--- src/ptp_time_pkg.sv ---
// constants shared by the time keeping block and its helpers
// assumes a single 25 MHz clock and a 32-bit APB register bus
package ptp_time_pkg;

   // ----------------------------------------------------------------
   // timing
   // ----------------------------------------------------------------
   localparam int          CLK_MHZ       = 25;
   localparam int          FREE_MHZ      = 120;
   localparam int          CLK_PERIOD_NS = 1000 / CLK_MHZ;
   localparam logic [31:0] NS_STEP       = 32'(CLK_PERIOD_NS);
   // free counter advances FREE_MHZ/CLK_MHZ counts per clock, kept exact
   // by a remainder in units of 1/CLK_MHZ
   localparam logic [31:0] FREE_WHOLE    = 32'(FREE_MHZ / CLK_MHZ);
   localparam logic [4:0]  FREE_FRAC     = 5'(FREE_MHZ % CLK_MHZ);
   localparam logic [4:0]  FREE_DEN      = 5'(CLK_MHZ);
   localparam logic [31:0] ONE_SEC_RESET = 32'h3B9ACA00;

   // ----------------------------------------------------------------
   // register map (byte addresses)
   // ----------------------------------------------------------------
   localparam logic [7:0] ADDR_CTRL      = 8'h00;
   localparam logic [7:0] ADDR_ONE_SEC   = 8'h04;
   localparam logic [7:0] ADDR_SEC       = 8'h08;
   localparam logic [7:0] ADDR_NS        = 8'h0C;
   localparam logic [7:0] ADDR_FREE      = 8'h10;
   localparam logic [7:0] ADDR_FREE_CAPT = 8'h14;
   localparam logic [7:0] ADDR_WAVE_HI   = 8'h18;
   localparam logic [7:0] ADDR_WAVE_LO   = 8'h1C;
   localparam logic [7:0] ADDR_WAVE_QE   = 8'h20;
   localparam logic [7:0] ADDR_WAVE_GO   = 8'h24;
   localparam logic [7:0] ADDR_WAVE_CTRL = 8'h28;
   localparam logic [7:0] ADDR_TX_HI     = 8'h2C;
   localparam logic [7:0] ADDR_TX_LO     = 8'h30;
   localparam logic [7:0] ADDR_STATUS    = 8'h34;

   // field positions
   localparam int CTRL_TIMESTAMP_COUNTER_ENABLE  = 0;
   localparam int CTRL_FRAME_STAMP_ENABLE   = 1;
   localparam int CTRL_FMT_LO = 2;
   localparam int WCTL_IDLE   = 0;
   localparam int WCTL_STOP   = 1;
   localparam int WCTL_RUN    = 2;
   localparam int STAT_TX     = 0;
   localparam int QE_W        = 4;

   typedef enum logic [1:0] {
      FMT_SHORT = 2'h0,
      FMT_LONG  = 2'h1,
      FMT_FREE  = 2'h2
   } stamp_fmt_t;

   typedef enum logic [1:0] {
      W_IDLE  = 2'h0,
      W_ARMED = 2'h1,
      W_HIGH  = 2'h3,
      W_LOW   = 2'h2
   } wave_state_t;

endpackage

--- src/ptp_time_counter_waveform.sv ---
// time keeping block: free counter, syntonized counter, frame stamps,
// waveform output, all behind an APB slave
// assumes every input is synchronous to clk; frame strobes are 1-cycle
`timescale 1ns/100ps
`default_nettype none
// How it works
// free counter counts at 120 MHz rate
// 32-bit free count wraps about every 35 s
// free counter runs only when enabled
// every received frame gets a stamp; code stamps one only while counter and frame stamp enables are both set
// transmit stamp only when capture requested
// capture input copies free count to register
// syntonized counter: 32-bit seconds, 32-bit nanoseconds
// nanoseconds reaching compare clear, seconds increment
// syntonized counter advances only when enabled
// three stamp formats selectable
// frame stamping needs frame stamp enable
// software programs periods in multiples of 16
// correction 0..15 compensates period quantization
// start time match starts waveform once
// waveform idles at programmable level, default 0
// software writes start time last
// writing stop halts toggling
// stopped waveform returns to idle level
// high then low periods repeat until stopped
module ptp_time_counter_waveform (
   input  wire logic        clk,
   input  wire logic        rst_n,
   input  wire logic        psel,
   input  wire logic        penable,
   input  wire logic        pwrite,
   input  wire logic [7:0]  paddr,
   input  wire logic [31:0] pwdata,
   output logic      [31:0] prdata,
   output logic             pready,
   output logic             pslverr,
   input  wire logic        freeCountCaptureInput,
   input  wire logic        rxFrameStart,
   input  wire logic        txFrameStart,
   input  wire logic        txCaptureRequest,
   output logic      [63:0] rxStamp,
   output logic             rxStampValid,
   output logic             rxStampWide,
   output logic             waveOutput
);
   // ----------------------------------------------------------------
   // registers
   // ----------------------------------------------------------------
   logic                     timestampCounterEnable;
   logic                     frameStampEnable;
   ptp_time_pkg::stamp_fmt_t stampFormat;
   logic [31:0]              oneSecondCompare;
   logic [31:0]              synSec;
   logic [31:0]              synNs;
   logic [31:0]              freeCount;
   logic [31:0]              freeCountCaptureValue;
   logic [31:0]              waveHighPeriod;
   logic [31:0]              waveLowPeriod;
   logic [3:0]               waveQuantCorrection;
   logic [31:0]              waveStartTime;
   logic                     waveIdleLevel;
   logic                     waveArm;
   logic                     waveStop;
   logic                     waveRunning;
   logic [63:0]              txStamp;
   logic                     txStampReady;
   logic                     captPrev;
   logic [31:0]              readMux;
   logic                     addrHit;
   logic                     wrEn;
   logic                     stampOn;
   logic                     captRise;
   logic                     txTake;

   assign wrEn     = psel & penable & pready & pwrite;
   assign stampOn  = timestampCounterEnable & frameStampEnable;
   assign captRise = freeCountCaptureInput & ~captPrev;
   assign txTake   = stampOn & txFrameStart & txCaptureRequest;

   function automatic logic [63:0] fmtStamp(
      input ptp_time_pkg::stamp_fmt_t fmt,
      input logic [31:0]              sec,
      input logic [31:0]              ns,
      input logic [31:0]              free
   );
      logic [63:0] value;
      value = 64'h0;
      unique case (fmt)
         ptp_time_pkg::FMT_SHORT: value = {32'h0, sec[1:0], ns[29:0]};
         ptp_time_pkg::FMT_LONG:  value = {sec, 2'h0, ns[29:0]};
         ptp_time_pkg::FMT_FREE:  value = {32'h0, free};
         default:                 value = {32'h0, sec[1:0], ns[29:0]};
      endcase
      return value;
   endfunction

   // ----------------------------------------------------------------
   // apb slave: data and ready prepared in setup, one access cycle
   // ----------------------------------------------------------------
   always_comb begin
      readMux = 32'h0;
      addrHit = 1'b1;
      unique case (paddr)
         ptp_time_pkg::ADDR_CTRL: begin
            readMux[ptp_time_pkg::CTRL_TIMESTAMP_COUNTER_ENABLE] = timestampCounterEnable;
            readMux[ptp_time_pkg::CTRL_FRAME_STAMP_ENABLE]  = frameStampEnable;
            readMux[ptp_time_pkg::CTRL_FMT_LO +: 2] = stampFormat;
         end
         ptp_time_pkg::ADDR_ONE_SEC:   readMux = oneSecondCompare;
         ptp_time_pkg::ADDR_SEC:       readMux = synSec;
         ptp_time_pkg::ADDR_NS:        readMux = synNs;
         ptp_time_pkg::ADDR_FREE:      readMux = freeCount;
         ptp_time_pkg::ADDR_FREE_CAPT: readMux = freeCountCaptureValue;
         ptp_time_pkg::ADDR_WAVE_HI:   readMux = waveHighPeriod;
         ptp_time_pkg::ADDR_WAVE_LO:   readMux = waveLowPeriod;
         ptp_time_pkg::ADDR_WAVE_QE:   readMux = 32'(waveQuantCorrection);
         ptp_time_pkg::ADDR_WAVE_GO:   readMux = waveStartTime;
         ptp_time_pkg::ADDR_WAVE_CTRL: begin
            readMux[ptp_time_pkg::WCTL_IDLE] = waveIdleLevel;
            readMux[ptp_time_pkg::WCTL_RUN]  = waveRunning;
         end
         ptp_time_pkg::ADDR_TX_HI:     readMux = txStamp[63:32];
         ptp_time_pkg::ADDR_TX_LO:     readMux = txStamp[31:0];
         ptp_time_pkg::ADDR_STATUS:    readMux[ptp_time_pkg::STAT_TX] = txStampReady;
         default:                      addrHit = 1'b0;
      endcase
   end

   always_ff @(posedge clk or negedge rst_n) begin
      if (!rst_n) begin
         pready  <= 1'b0;
         pslverr <= 1'b0;
         prdata  <= 32'h0;
      end else if (psel && !penable) begin
         pready  <= 1'b1;
         pslverr <= ~addrHit;
         prdata  <= (pwrite || !addrHit) ? 32'h0 : readMux;
      end else begin
         pready  <= 1'b0;
         pslverr <= 1'b0;
         prdata  <= 32'h0;
      end
   end

   // ----------------------------------------------------------------
   // control registers
   // ----------------------------------------------------------------
   always_ff @(posedge clk or negedge rst_n) begin
      if (!rst_n) begin
         timestampCounterEnable <= 1'b0;
         frameStampEnable       <= 1'b0;
         stampFormat            <= ptp_time_pkg::FMT_SHORT;
         oneSecondCompare       <= ptp_time_pkg::ONE_SEC_RESET;
      end else if (wrEn && paddr == ptp_time_pkg::ADDR_CTRL) begin
         timestampCounterEnable <= pwdata[ptp_time_pkg::CTRL_TIMESTAMP_COUNTER_ENABLE];
         frameStampEnable       <= pwdata[ptp_time_pkg::CTRL_FRAME_STAMP_ENABLE];
         stampFormat <= ptp_time_pkg::stamp_fmt_t'(pwdata[ptp_time_pkg::CTRL_FMT_LO +: 2]);
      end else if (wrEn && paddr == ptp_time_pkg::ADDR_ONE_SEC) begin
         oneSecondCompare <= pwdata;
      end
   end

   // periods are taken as written; multiples of 16 are software's duty
   always_ff @(posedge clk or negedge rst_n) begin
      if (!rst_n) begin
         waveHighPeriod      <= 32'h0;
         waveLowPeriod       <= 32'h0;
         waveQuantCorrection <= 4'h0;
         waveStartTime       <= 32'h0;
         waveIdleLevel       <= 1'b0;
         waveArm             <= 1'b0;
         waveStop            <= 1'b0;
      end else begin
         waveArm  <= 1'b0;
         waveStop <= 1'b0;
         if (wrEn) begin
            unique case (paddr)
               ptp_time_pkg::ADDR_WAVE_HI: waveHighPeriod <= pwdata;
               ptp_time_pkg::ADDR_WAVE_LO: waveLowPeriod <= pwdata;
               ptp_time_pkg::ADDR_WAVE_QE: waveQuantCorrection <= pwdata[3:0];
               ptp_time_pkg::ADDR_WAVE_GO: begin
                  waveStartTime <= pwdata;
                  waveArm       <= 1'b1;
               end
               ptp_time_pkg::ADDR_WAVE_CTRL: begin
                  waveIdleLevel <= pwdata[ptp_time_pkg::WCTL_IDLE];
                  waveStop      <= pwdata[ptp_time_pkg::WCTL_STOP];
               end
               default: ;
            endcase
         end
      end
   end

   // ----------------------------------------------------------------
   // counters
   // ----------------------------------------------------------------
   free_run_counter freeCounter (
      .clk    (clk),
      .rst_n  (rst_n),
      .enable (timestampCounterEnable),
      .count  (freeCount)
   );

   always_ff @(posedge clk or negedge rst_n) begin
      if (!rst_n) begin
         captPrev              <= 1'b0;
         freeCountCaptureValue <= 32'h0;
      end else begin
         captPrev <= freeCountCaptureInput;
         if (captRise) begin
            freeCountCaptureValue <= freeCount;
         end
      end
   end

   // ns steps by one clock period, so it may overshoot the compare
   // value by less than a step before clearing
   always_ff @(posedge clk or negedge rst_n) begin
      if (!rst_n) begin
         synSec <= 32'h0;
         synNs  <= 32'h0;
      end else if (timestampCounterEnable) begin
         if (synNs >= oneSecondCompare) begin
            synNs  <= 32'h0;
            synSec <= synSec + 32'h1;
         end else begin
            synNs <= synNs + ptp_time_pkg::NS_STEP;
         end
      end
   end

   // ----------------------------------------------------------------
   // frame stamps
   // ----------------------------------------------------------------
   always_ff @(posedge clk or negedge rst_n) begin
      if (!rst_n) begin
         rxStamp      <= 64'h0;
         rxStampValid <= 1'b0;
         rxStampWide  <= 1'b0;
      end else begin
         rxStampValid <= stampOn & rxFrameStart;
         if (stampOn && rxFrameStart) begin
            rxStamp     <= fmtStamp(stampFormat, synSec, synNs, freeCount);
            rxStampWide <= (stampFormat == ptp_time_pkg::FMT_LONG);
         end
      end
   end

   // a new capture wins over a clear in the same cycle
   always_ff @(posedge clk or negedge rst_n) begin
      if (!rst_n) begin
         txStamp      <= 64'h0;
         txStampReady <= 1'b0;
      end else begin
         if (txTake) begin
            txStamp      <= fmtStamp(stampFormat, synSec, synNs, freeCount);
            txStampReady <= 1'b1;
         end else if (wrEn && paddr == ptp_time_pkg::ADDR_STATUS
                      && pwdata[ptp_time_pkg::STAT_TX]) begin
            txStampReady <= 1'b0;
         end
      end
   end

   // ----------------------------------------------------------------
   // waveform
   // ----------------------------------------------------------------
   wave_gen waveGen (
      .clk        (clk),
      .rst_n      (rst_n),
      .tick       (timestampCounterEnable),
      .timeNs     (synNs),
      .highPeriod (waveHighPeriod),
      .lowPeriod  (waveLowPeriod),
      .quantCorr  (waveQuantCorrection),
      .startTime  (waveStartTime),
      .armPulse   (waveArm),
      .stopPulse  (waveStop),
      .idleLevel  (waveIdleLevel),
      .waveOut    (waveOutput),
      .running    (waveRunning)
   );
endmodule
`default_nettype wire

--- src/free_run_counter.sv ---
// free running time counter, 120 MHz count rate emulated on the 25 MHz clock
// assumes enable is synchronous to clk
`timescale 1ns/100ps
`default_nettype none
module free_run_counter (
   input  wire logic        clk,
   input  wire logic        rst_n,
   input  wire logic        enable,
   output logic      [31:0] count
);
   logic [4:0] frac;
   logic [5:0] fracSum;

   assign fracSum = {1'b0, frac} + {1'b0, ptp_time_pkg::FREE_FRAC};

   // whole counts plus one extra whenever the remainder overflows, so the
   // average rate is exact; 32 bits wrap after roughly 35 s
   always_ff @(posedge clk or negedge rst_n) begin
      if (!rst_n) begin
         count <= 32'h0;
         frac  <= 5'h0;
      end else if (enable) begin
         if (fracSum >= {1'b0, ptp_time_pkg::FREE_DEN}) begin
            count <= count + ptp_time_pkg::FREE_WHOLE + 32'h1;
            frac  <= 5'(fracSum - {1'b0, ptp_time_pkg::FREE_DEN});
         end else begin
            count <= count + ptp_time_pkg::FREE_WHOLE;
            frac  <= fracSum[4:0];
         end
      end
   end
endmodule
`default_nettype wire

--- src/wave_gen.sv ---
// waveform generator paced by syntonized time
// assumes timeNs advances by NS_STEP on each clock while tick is high
`timescale 1ns/100ps
`default_nettype none
module wave_gen (
   input  wire logic        clk,
   input  wire logic        rst_n,
   input  wire logic        tick,
   input  wire logic [31:0] timeNs,
   input  wire logic [31:0] highPeriod,
   input  wire logic [31:0] lowPeriod,
   input  wire logic [3:0]  quantCorr,
   input  wire logic [31:0] startTime,
   input  wire logic        armPulse,
   input  wire logic        stopPulse,
   input  wire logic        idleLevel,
   output logic             waveOut,
   output logic             running
);
   ptp_time_pkg::wave_state_t state;
   logic [31:0] remain;
   logic        lastStep;
   logic        startHit;

   // start lands inside the time slice covered by this clock
   assign startHit = (32'(startTime - timeNs) < ptp_time_pkg::NS_STEP);
   assign lastStep = (remain <= ptp_time_pkg::NS_STEP);

   always_ff @(posedge clk or negedge rst_n) begin
      if (!rst_n) begin
         state   <= ptp_time_pkg::W_IDLE;
         remain  <= 32'h0;
         waveOut <= 1'b0;
         running <= 1'b0;
      end else if (stopPulse) begin
         state   <= ptp_time_pkg::W_IDLE;
         waveOut <= idleLevel;
         running <= 1'b0;
      end else begin
         unique case (state)
            ptp_time_pkg::W_IDLE: begin
               waveOut <= idleLevel;
               if (armPulse) begin
                  state <= ptp_time_pkg::W_ARMED;
               end
            end
            ptp_time_pkg::W_ARMED: begin
               waveOut <= idleLevel;
               if (tick && startHit) begin
                  state   <= ptp_time_pkg::W_HIGH;
                  remain  <= highPeriod;
                  waveOut <= ~idleLevel;
                  running <= 1'b1;
               end
            end
            ptp_time_pkg::W_HIGH: begin
               if (tick && lastStep) begin
                  state   <= ptp_time_pkg::W_LOW;
                  remain  <= lowPeriod + remain - ptp_time_pkg::NS_STEP;
                  waveOut <= idleLevel;
               end else if (tick) begin
                  remain <= remain - ptp_time_pkg::NS_STEP;
               end
            end
            ptp_time_pkg::W_LOW: begin
               // correction stretches every cycle after the first by up to 15 ns
               if (tick && lastStep) begin
                  state   <= ptp_time_pkg::W_HIGH;
                  remain  <= highPeriod + 32'(quantCorr) + remain
                             - ptp_time_pkg::NS_STEP;
                  waveOut <= ~idleLevel;
               end else if (tick) begin
                  remain <= remain - ptp_time_pkg::NS_STEP;
               end
            end
         endcase
      end
   end
endmodule
`default_nettype wire

--- config.mk ---
export PLATFORM = sky130hd
export DESIGN_NAME = ptp_time_counter_waveform
export DESIGN_NICKNAME = d
export VERILOG_FILES = /design/src/ptp_time_pkg.sv /design/src/ptp_time_counter_waveform.sv /design/src/free_run_counter.sv /design/src/wave_gen.sv
export SDC_FILE = /design/constraint.sdc
export NUM_CORES = 1
export LEC_CHECK = 0
export BUFFER_PORTS_ARGS = -buffer_cell sky130_fd_sc_hd__buf_2
export CAP_MARGIN = 30
export CORE_ASPECT_RATIO = 0.6
export CORE_UTILIZATION = 34
export DETAILED_ROUTE_END_ITERATION = 16
export PLACE_DENSITY = 0.45
export SLEW_MARGIN = 20
export SYNTH_ARGS = -nofsm -noshare
export SYNTH_HDL_FRONTEND = slang
export SYNTH_HIERARCHICAL = 1
export SYNTH_SLANG_ARGS = --single-unit
--- constraint.sdc ---
create_clock -name clk -period 9.7 [get_ports clk]
set_input_delay 1.94 -clock clk [delete_from_list [all_inputs] [get_ports clk]]
set_output_delay 1.94 -clock clk [all_outputs]
set_load 0.03 [all_outputs]
; ---- Word level (Yosys, flattened, before mapping)
; Index checks and enable logic that the tools add are counted.
[op_classes]
add_sub_neg = 13
n_lt_le_gt_ge = 4
n_eq_ne = 23
muxes = 39
n_bitwise = 13
n_reduce_logical = 29
[ops]
columns = operator, n
row1 = 28-bit one-hot mux with 10 select lines, 1
row2 = 32-bit two-way mux, 8
row3 = 64-bit one-hot mux with 2 select lines, 1
row4 = 32-bit one-hot mux with 3 select lines, 1
row5 = "32-bit by 6-bit subtractor with 32-bit output, second input constant", 3
row6 = "32-bit by 1-bit adder with 32-bit output, second input constant", 2
row7 = 32-bit adder, 2
row8 = "8-bit by 6-bit equality test with 1-bit output, second input constant", 6
row9 = "32-bit by 3-bit adder with 32-bit output, second input constant", 1
row10 = 32-bit by 4-bit adder with 32-bit output, 1
row11 = "32-bit by 6-bit adder with 32-bit output, second input constant", 1
row12 = "8-bit by 5-bit equality test with 1-bit output, second input constant", 4
row13 = 32-bit >= comparator, 1
row14 = "32-bit by 6-bit <= comparator with 1-bit output, second input constant", 1
row15 = "32-bit by 6-bit less-than comparator with 1-bit output, second input constant", 1
row16 = 32-bit subtractor, 1
row17 = 1-bit one-hot mux with 12 select lines, 2
row18 = 2-bit AND reduction, 9
row19 = "8-bit by 4-bit equality test with 1-bit output, second input constant", 2
row20 = 1-bit two-way mux, 16
row21 = 1-bit one-hot mux with 14 select lines, 1
row22 = 14-bit OR reduction, 1
row23 = 1-bit one-hot mux with 13 select lines, 1
row24 = 2-bit two-way mux, 5
row25 = other kinds (23), 49
[totals]
ff_bits = 474
out_inout_bits = 101
elab_cells = 150

; ---- Logic depth before layout (Yosys ltp)
; Gate-level depths: netlist of the first run.
[depth]
word_depth = 7
ltp_mapped = 17
depth_no_buf = 17

; ---- Hierarchy
; The synthesis of the first run kept the hierarchy.
[by_module_without_submodules]
columns = module, instances, cells_per_inst, area_per_inst_um2
row1 = ptp_time_counter_waveform, 1, 1777, 18728.0
row2 = wave_gen, 1, 1379, 9818.2
row3 = free_run_counter, 1, 359, 3036.7

; ---- Worst setup path before layout of the first run
; Ideal clock, no wire load.
[synth_timing]
path_type = register to register
start = reg waveHighPeriod[2]
end = reg waveGen.remain[31]
arrival_time_ns = 3.775
required_time_ns = 9.578
path_slack_ns = 5.803
path_stages_with_launch = 15
cell_sequence = dfrtp_1 fa_1 fa_1 ha_1 a211oi_1 nor3_1 o31ai_1 o21ai_1 a31o_2 a311oi_2 o31ai_1 xnor2_1 o211ai_1 o211a_1 a21oi_1
[synth_via]
elab_chain_len = 5
[synth_lines]
columns = item, line
row1 = start: declaration, ptp_time_counter_waveform.sv:57  ; logic [31:0] waveHighPeriod;
row2 = start signal: assignment, ptp_time_counter_waveform.sv:178  ; ptp_time_pkg::ADDR_WAVE_HI: waveHighPeriod <= pwdata;
row3 = 32-bit by 4-bit adder with 32-bit output, wave_gen.sv:69  ; remain <= highPeriod + 32'(quantCorr) + remain
row4 = 32-bit adder, wave_gen.sv:69
row5 = 32-bit by 6-bit subtractor with 32-bit output, wave_gen.sv:70  ; - ptp_time_pkg::NS_STEP;
row6 = 32-bit two-way mux, wave_gen.sv:67  ; if (tick && lastStep) begin
row7 = 32-bit one-hot mux with 3 select lines, wave_gen.sv:40  ; unique case (state)
row8 = end signal: assignment, wave_gen.sv:51  ; remain <= highPeriod;
row9 = end signal: assignment, wave_gen.sv:69
row10 = end signal: assignment, wave_gen.sv:73  ; remain <= remain - ptp_time_pkg::NS_STEP;
row11 = end: declaration, wave_gen.sv:21  ; logic [31:0] remain;
; No other way between the ends.
; A chain may end at the register's enable or synchronous reset.

; ---- Worst setup path after layout of the first run
[layout_timing]
start = reg synNs[3]
end = reg waveGen.remain[3]
[layout_via]
elab_chain_len = 5
[layout_lines]
columns = item, line
row1 = start: declaration, ptp_time_counter_waveform.sv:54  ; logic [31:0] synNs;
row2 = start signal: assignment, ptp_time_counter_waveform.sv:228  ; synNs <= synNs + ptp_time_pkg::NS_STEP;
row3 = 32-bit subtractor, wave_gen.sv:26  ; assign startHit = (32'(startTime - timeNs) < ptp_time_pkg::NS_STEP);
row4 = 32-bit by 6-bit less-than comparator with 1-bit output, wave_gen.sv:26
row5 = 1-bit logical AND, wave_gen.sv:49  ; if (tick && startHit) begin
row6 = 2-bit by 1-bit inequality test with 1-bit output (no source line), n/a
row7 = 3-bit AND reduction (no source line), n/a
row8 = end signal: assignment, wave_gen.sv:51
row9 = end signal: assignment, wave_gen.sv:59  ; remain <= lowPeriod + remain - ptp_time_pkg::NS_STEP;
row10 = end signal: assignment, wave_gen.sv:62  ; remain <= remain - ptp_time_pkg::NS_STEP;
; No other way between the ends.

==> qor.yml, run 1 <==
run_status:
  outcome: "finished, final reports clean"
critical_path:
  required_ns: 10.20
  critPathLaunchType: "register"
  rr_endpoint: "waveGen/remain[3]"
  ff2ff_setup_slack_ns: 4.32
  cp_max_fo: 33
  path_class: "register to register"
  end_kind: "register"
  worstPathArrival_ns: 5.87
  rr_startpoint: "synNs[3]"
  ff2ff_path_depth: 14
cts:
  clkTransAtPathRegs_ns: 0.06
  ctsResizeCount: 0
  hold_buffers: 0
  htree_levels: 2
  tritoncts: "done"
  clk_latency_ns: 0.63
  root_buffer: "clkbuf_16"
  ctsLongestPathBuffers: 3
  cts_buffers: 50
  cts_sinks: 471
  cts_setup_buffers: 0
routing:
  wl_met1_um: 61900
  drc: 0
  routed.top_layer: "met5"
  wl_per_cell_um: 25.3
  vias_per_cell: 5.68
  ant_nets: 0
  wl_um: 123000
  wl_met3_um: 11600
  dr.first_iter.drc_count: 3016
  vias: 27624
  firstDrtPassIters: 6
  wl_met2_um: 47700
synthesis:
  ys_ff_latch: 471
  netlist_instances: 3515
  ys_types: 115
  synth.avg_cell_area_um2: 8.99
  synth_edf_count: 0
  synth_top_cell_area_share_pct: 36.3
  ys.warnings.count: 6
  syn_area_um2: 31600
  ys_seq_area_share_pct: 37.4
  synth_top_area_cell: "dfrtp_1"
  synth_ff_type: "dfrtp_1"
  synth_area_leaders: "dfrtp_1 (36%), ha_1 (8.9%), mux2_2 (5.2%)"
  synthArstFlopShare_pct: 100
timing:
  clock-skew-final_ns: 0.0243
  finalCritPeriodShare_pct: 55.4
  setup_viol: 0
  hold_violations: 0
  rsz0062_at_grt: "false"
  fmax_mhz: 186
  slew_violations: 0
  slew_headroom_pct: 26.2
  worst_pin_slew_ns: 1.10
  setup_tns_ns: 0
  period_needed_ns: 5.38
grt:
  antenna_found_initial: 7
  grt_overflow: 0
  grt_pass1_vias: 25553
  grt_usage_pct: 25.6
  grt_max_degree: 129
  grt_pass1_wl_um: 180000
hold_path:
  worstHoldStart: "rxStamp[60]"
  holdPathEnd: "rxStamp[60]"
  hold_class: "register to register"
  hold_path_depth: 2
placement:
  io_buffers: 149
  placed_cell_area_um2: 33500
  gp_congestion: 0.984
  hpwl_um: 95900
die:
  die_area_um2: 94200
  start_util_pct: 34.4
  die_w_um: 395
  die_h_um: 238
  io_pins: 150
  num_rows: 86
  core_um2: 91900
finish:
  fillers: 9530
  drive_above_1_share_pct: 14.5
  layout_common_cells: "dfrtp_1 (457), nand2_1 (401), o21ai_0 (321)"
  fin_area_um2: 35300
  synthToLayoutAreaGrowth_pct: 11.6
  final_common_cell: "dfrtp_1"
  nets: 3871
run:
  drv_cap: 0
pwr:
  p_per_area_nw_per_um2: 161
  peakVddDrop_mv: 0.149
  leakagePower_nw: 16.1
==> area by class of cell <==
class                      instances  area, um2  share of cell area [%]
tap                             1232       1540                    4.37
timing repair buffer             210       1260                    3.57
sequential                       471      11800                    33.5
multi-input combinational       2548      17800                    50.5
antenna                            1       2.50                 0.00710
inverter                         311       1170                    3.31
clock inverter                    21        282                   0.799
clock buffer                      68       1400                    3.97
==> worst max-delay path, cell delays in order (launching register included) <==
cell,delay [ns]
dfrtp_1,0.56
inv_1,0.09
ha_1,0.41
a21oi_1,0.22
a2bb2oi_1,0.56
o221ai_2,0.27
o211ai_2,0.42
a31oi_1,0.20
xnor2_1,0.23
o311ai_1,0.20
nor4b_2,0.39
a32o_2,0.72
buf_4,0.47
o21ai_0,0.20
a22o_1,0.27
==> synth_stat cells (22+ instances only) <==
cell type,count
ha_1,224
nand2_1,401
nor3_1,57
buf_2,48
a221oi_1,23
and3_1,39
mux2i_1,39
dfrtp_1,458
nor2b_1,22
a22oi_1,95
xor2_1,45
a21oi_1,188
inv_1,310
a31oi_1,40
mux2_2,145
o21ai_0,323
nand4_1,45
nor2_1,151
xnor2_1,122
a21o_1,49
nor4_1,28
clkbuf_1,98
nand3_1,94
a22o_1,32
==> flip-flops by register name, indices dropped and copies added (netlist names), 4 cells and up <==
name and cells:
oneSecondCompare 32, synSec 32, rxStamp 64, waveGen/remain 32, freeCounter/count 32, freeCounter/frac 5, freeCountCaptureValue 32, waveQuantCorrection 4
waveHighPeriod 32, synNs 29, prdata 32, waveLowPeriod 32, txStamp 64, waveStartTime 32
==> cell families after synthesis <==
kind of cell / synth area share (%)
multiplexers: 6.66
XOR/XNOR: 4.63
AND/OR/NAND/NOR: 15.0
adder cells (fa/ha/maj): 9.25
flip-flops: 37.4
other: 0.0119
AO/OA/AOI/OAI: 20.5
buffers and inverters: 6.60
==> routing by layer <==
| metal | track usage [%] | vias up |
|---|---|---|
| met5 | 0 | - |
| met4 | 3.69 | 4 |
| met3 | 6.86 | 108 |
| met2 | 34.2 | 1078 |
| met1 | 40.7 | 13613 |
| li1 | - | 12821 |
==> worst max path at each step <==
stage,from,to,slack [ns],depth (start not counted)
global route,synNs[3],waveGen/remain[3],4.12,14
detailed placement,paddr[2],prdata[23],4.07,7
finish,synNs[3],waveGen/remain[3],4.32,14
global placement,paddr[2],prdata[23],3.62,7
floorplan,waveHighPeriod[2],waveGen/remain[31],5.80,14
CTS,synNs[4],waveGen/remain[3],4.55,13
==> power breakdown <==
| group | internal [W] | switching (W) | total (W) |
|---|---|---|---|
| clock | 0.00115 | 0.000893 | 0.00204 |
| sequential | 0.00205 | 0.000176 | 0.00223 |
| combinational | 0.000551 | 0.000865 | 0.00142 |
| total | 0.00375 | 0.00193 | 0.00569 |
==> through the flow <==
stage	cells	utilization [%]	hold WS, ns	worst slack [ns]	power, W
floorplan	3517	-	0.446	5.80	0.00320
global placement	4761	36.4	0.456	3.62	0.00365
detailed placement	4767	36.5	0.466	4.07	0.00364
CTS	4856	38.3	0.480	4.55	0.00571
global route	4861	38.4	0.496	4.12	0.00598
finish	4862	38.4	0.472	4.32	0.00569
Power figures use the tool's default switching activity.
==> inputs of run 2 (changes only) <==
Settings changed: PLACE_DENSITY 0.45 to 0.47.
Clock period 9.7 ns to 4.6 ns, I/O delays scaled along.
==> qor.yml, run 2 (same netlist as run 1, synthesis figures left out) <==
routing:
  wl_per_cell_um: 25.1  # -0.68%
  vias: 27965  # +1.2%
  firstDrtPassIters: 7  # +1
  vias_per_cell: 5.64  # -0.79%
  drc: 0  # unchanged
  wl_um: 124000  # +1.3%
  ant_nets: 0  # unchanged
  dr.first_iter.drc_count: 2877  # -4.6%
finish:
  nets: 3968  # +2.5%
  fin_area_um2: 36200  # +2.7%
  final_common_cell: "dfrtp_1"
  drive_above_1_share_pct: 16.8  # +2.3 points
  fillers: 9459  # -0.75%
  layout_common_cells: "dfrtp_1 (457), nand2_1 (401), o21ai_0 (319)"
  synthToLayoutAreaGrowth_pct: 14.6
  final_cells: 4961  # +2.0%
  largestRegisters: "rxStamp x64, txStamp x64"
die:
  start_util_pct: 34.4  # unchanged
  die_area_um2: 94200  # unchanged
  num_rows: 86  # unchanged
  die_w_um: 395  # unchanged
  io_pins: 150  # unchanged
  core_um2: 91900  # unchanged
  die_h_um: 238  # unchanged
grt:
  grt_pass1_wl_um: 184000  # +2.4%
  grt_pass1_vias: 26497  # +3.7%
  grt_max_degree: 130  # +0.78%
  grt_usage_pct: 26.2  # +0.58 points
  antenna_found_initial: 2  # -5
  grt_overflow: 0  # unchanged
timing:
  rsz0062_at_grt: "false"
  finalCritPeriodShare_pct: 94.8  # +39 points
  period_needed_ns: 4.36  # -1.02 ns
  setup_tns_ns: 0  # unchanged
  fmax_mhz: 229  # +23%
  slew_violations: 0  # unchanged
  hold_violations: 0  # unchanged
  clock-skew-final_ns: 0.0234  # -0.000866 ns
  setup_viol: 0  # unchanged
  slew_headroom_pct: 34.6  # +8.4 points
  finalWorstSetupSlack_ns: 0.241  # -4.08 ns
  worst_pin_slew_ns: 0.981  # -0.122 ns
cts:
  tritoncts: "done"
  root_buffer: "clkbuf_16"
  cts_buffers: 51  # +2.0%
  hold_buffers: 0  # unchanged
  clk_latency_ns: 0.64  # about the same
  cts_sinks: 471  # unchanged
  clkTransAtPathRegs_ns: 0.07  # about the same
  htree_levels: 2  # unchanged
  ctsLongestPathBuffers: 3  # unchanged
placement:
  place_ws_ns: 0.0311  # -4.04 ns
  gp_congestion: 0.969  # -1.6%
  io_buffers: 149  # unchanged
  dpl.cell_count: 4864  # +2.0%
  hpwl_um: 97300  # +1.5%
  placed_cell_area_um2: 34300  # +2.5%
run:
  drv_cap: 0  # unchanged
critical_path:
  critPathSlowestCell: "dfrtp_1"
  critPathLaunchType: "register"
  worstPathCellList: "inv_1, ha_1, nand2_1, o21ai_0, a311oi_1, a221oi_1, buf_4, o21a_1, nand4bb_1, nor4_1, nor4b_2, a32o_2, buf_12, o211ai_1, o22a_1"
  required_ns: 5.12  # -5.08 ns
  slowest_delay_ns: 0.54  # -0.18 ns
  path_class: "register to register"
  cp_max_fo: 31  # -6.1%
  worstPathArrival_ns: 4.87  # -1.00 ns
  end_kind: "register"
pwr:
  leakagePower_nw: 16.6  # +3.5%
  p_per_area_nw_per_um2: 342  # +110%
  peakVddDrop_mv: 0.333  # +120%
hold_path:
  hold_class: "input pin to asynchronous set/reset pin"
run_status:
  outcome: "finished, final reports clean"
[run 2: cell count changes in the layout (fill, tap and decap cells not counted), sizes merged]
| cell | delta |
|---|---|
| buf | +99 |
| bufinv | +1 |
| clkbuf | +3 |
| clkdlybuf4s18 | -1 |
| clkinv | -3 |
| clkinvlp | -1 |
| diode | +1 |
[run 2: metal layers]
layer	GRT usage (%)	vias up	part of all wire, %
met2	35.1	1014	39
met3	6.79	111	9.3
met1	41.5	13829	50
met5	0	-	0
li1	-	13011	-
met4	4.21	0	1.4
[run 2: final cells by class]
class	count	area, um2	area share, %
Sequential cell	471	11800	32.6
Clock inverter	18	293	0.809
Tap cell	1232	1540	4.26
Multi-Input combinational cell	2548	17800	49.3
Clock buffer	73	1470	4.06
Antenna cell	2	5.00	0.0138
Timing Repair Buffer	306	2070	5.72
Inverter	311	1170	3.23
[run 2: final timing paths]
| kind | slack, ns | endpoint | cells after the start | startpoint |
|---|---|---|---|---|
| worst max-delay path | 0.24 | waveGen/remain[30] | 15 | synNs[28] |
| worst min-delay path | 0.17 | rxStampValid | 1 | rst_n |
| worst max register to register | 0.24 | waveGen/remain[30] | 15 | synNs[28] |
| worst min register to register | 0.47 | rxStamp[46] | 2 | rxStamp[46] |
| max in group asynchronous | 3.34 | pslverr | 2 | rst_n |
| min in group clk | 0.42 | captPrev | 1 | freeCountCaptureInput |
[run 2: critical path, delay by kind of cell (launching register included)]
kind            cells  cell delay (ns)
flops               1             0.54
simple gates        4             0.92
compound gates      7             1.87
fa+ha+maj           1             0.36
buf+inv             3             0.53
[run 2: power breakdown]
group	switching [W]	leakage (nW)	internal, W
registers	0.000258	6.31	0.00433
logic	0.00203	9.47	0.00131
clock network	0.00189	0.858	0.00257
total	0.00418	16.6	0.00820
[run 2: what timing repair did]
item / CTS / global route
endpoints found under the setup margin: 1 / 10
resized for setup: 1 / 12
setup buffers: 0 / 2
pin swaps: 0 / 5
[run 2: metrics by stage]
stage,power [W],util (%),hold slack (ns)
2_1_floorplan,0.00675,-,0.446
3_3_place_gp,0.00790,37.4,0.461
3_5_place_dp,0.00787,37.4,0.467
4_1_cts,0.0124,39.3,0.149
5_1_grt,0.0130,39.4,0.163
6_report,0.0124,39.4,0.170
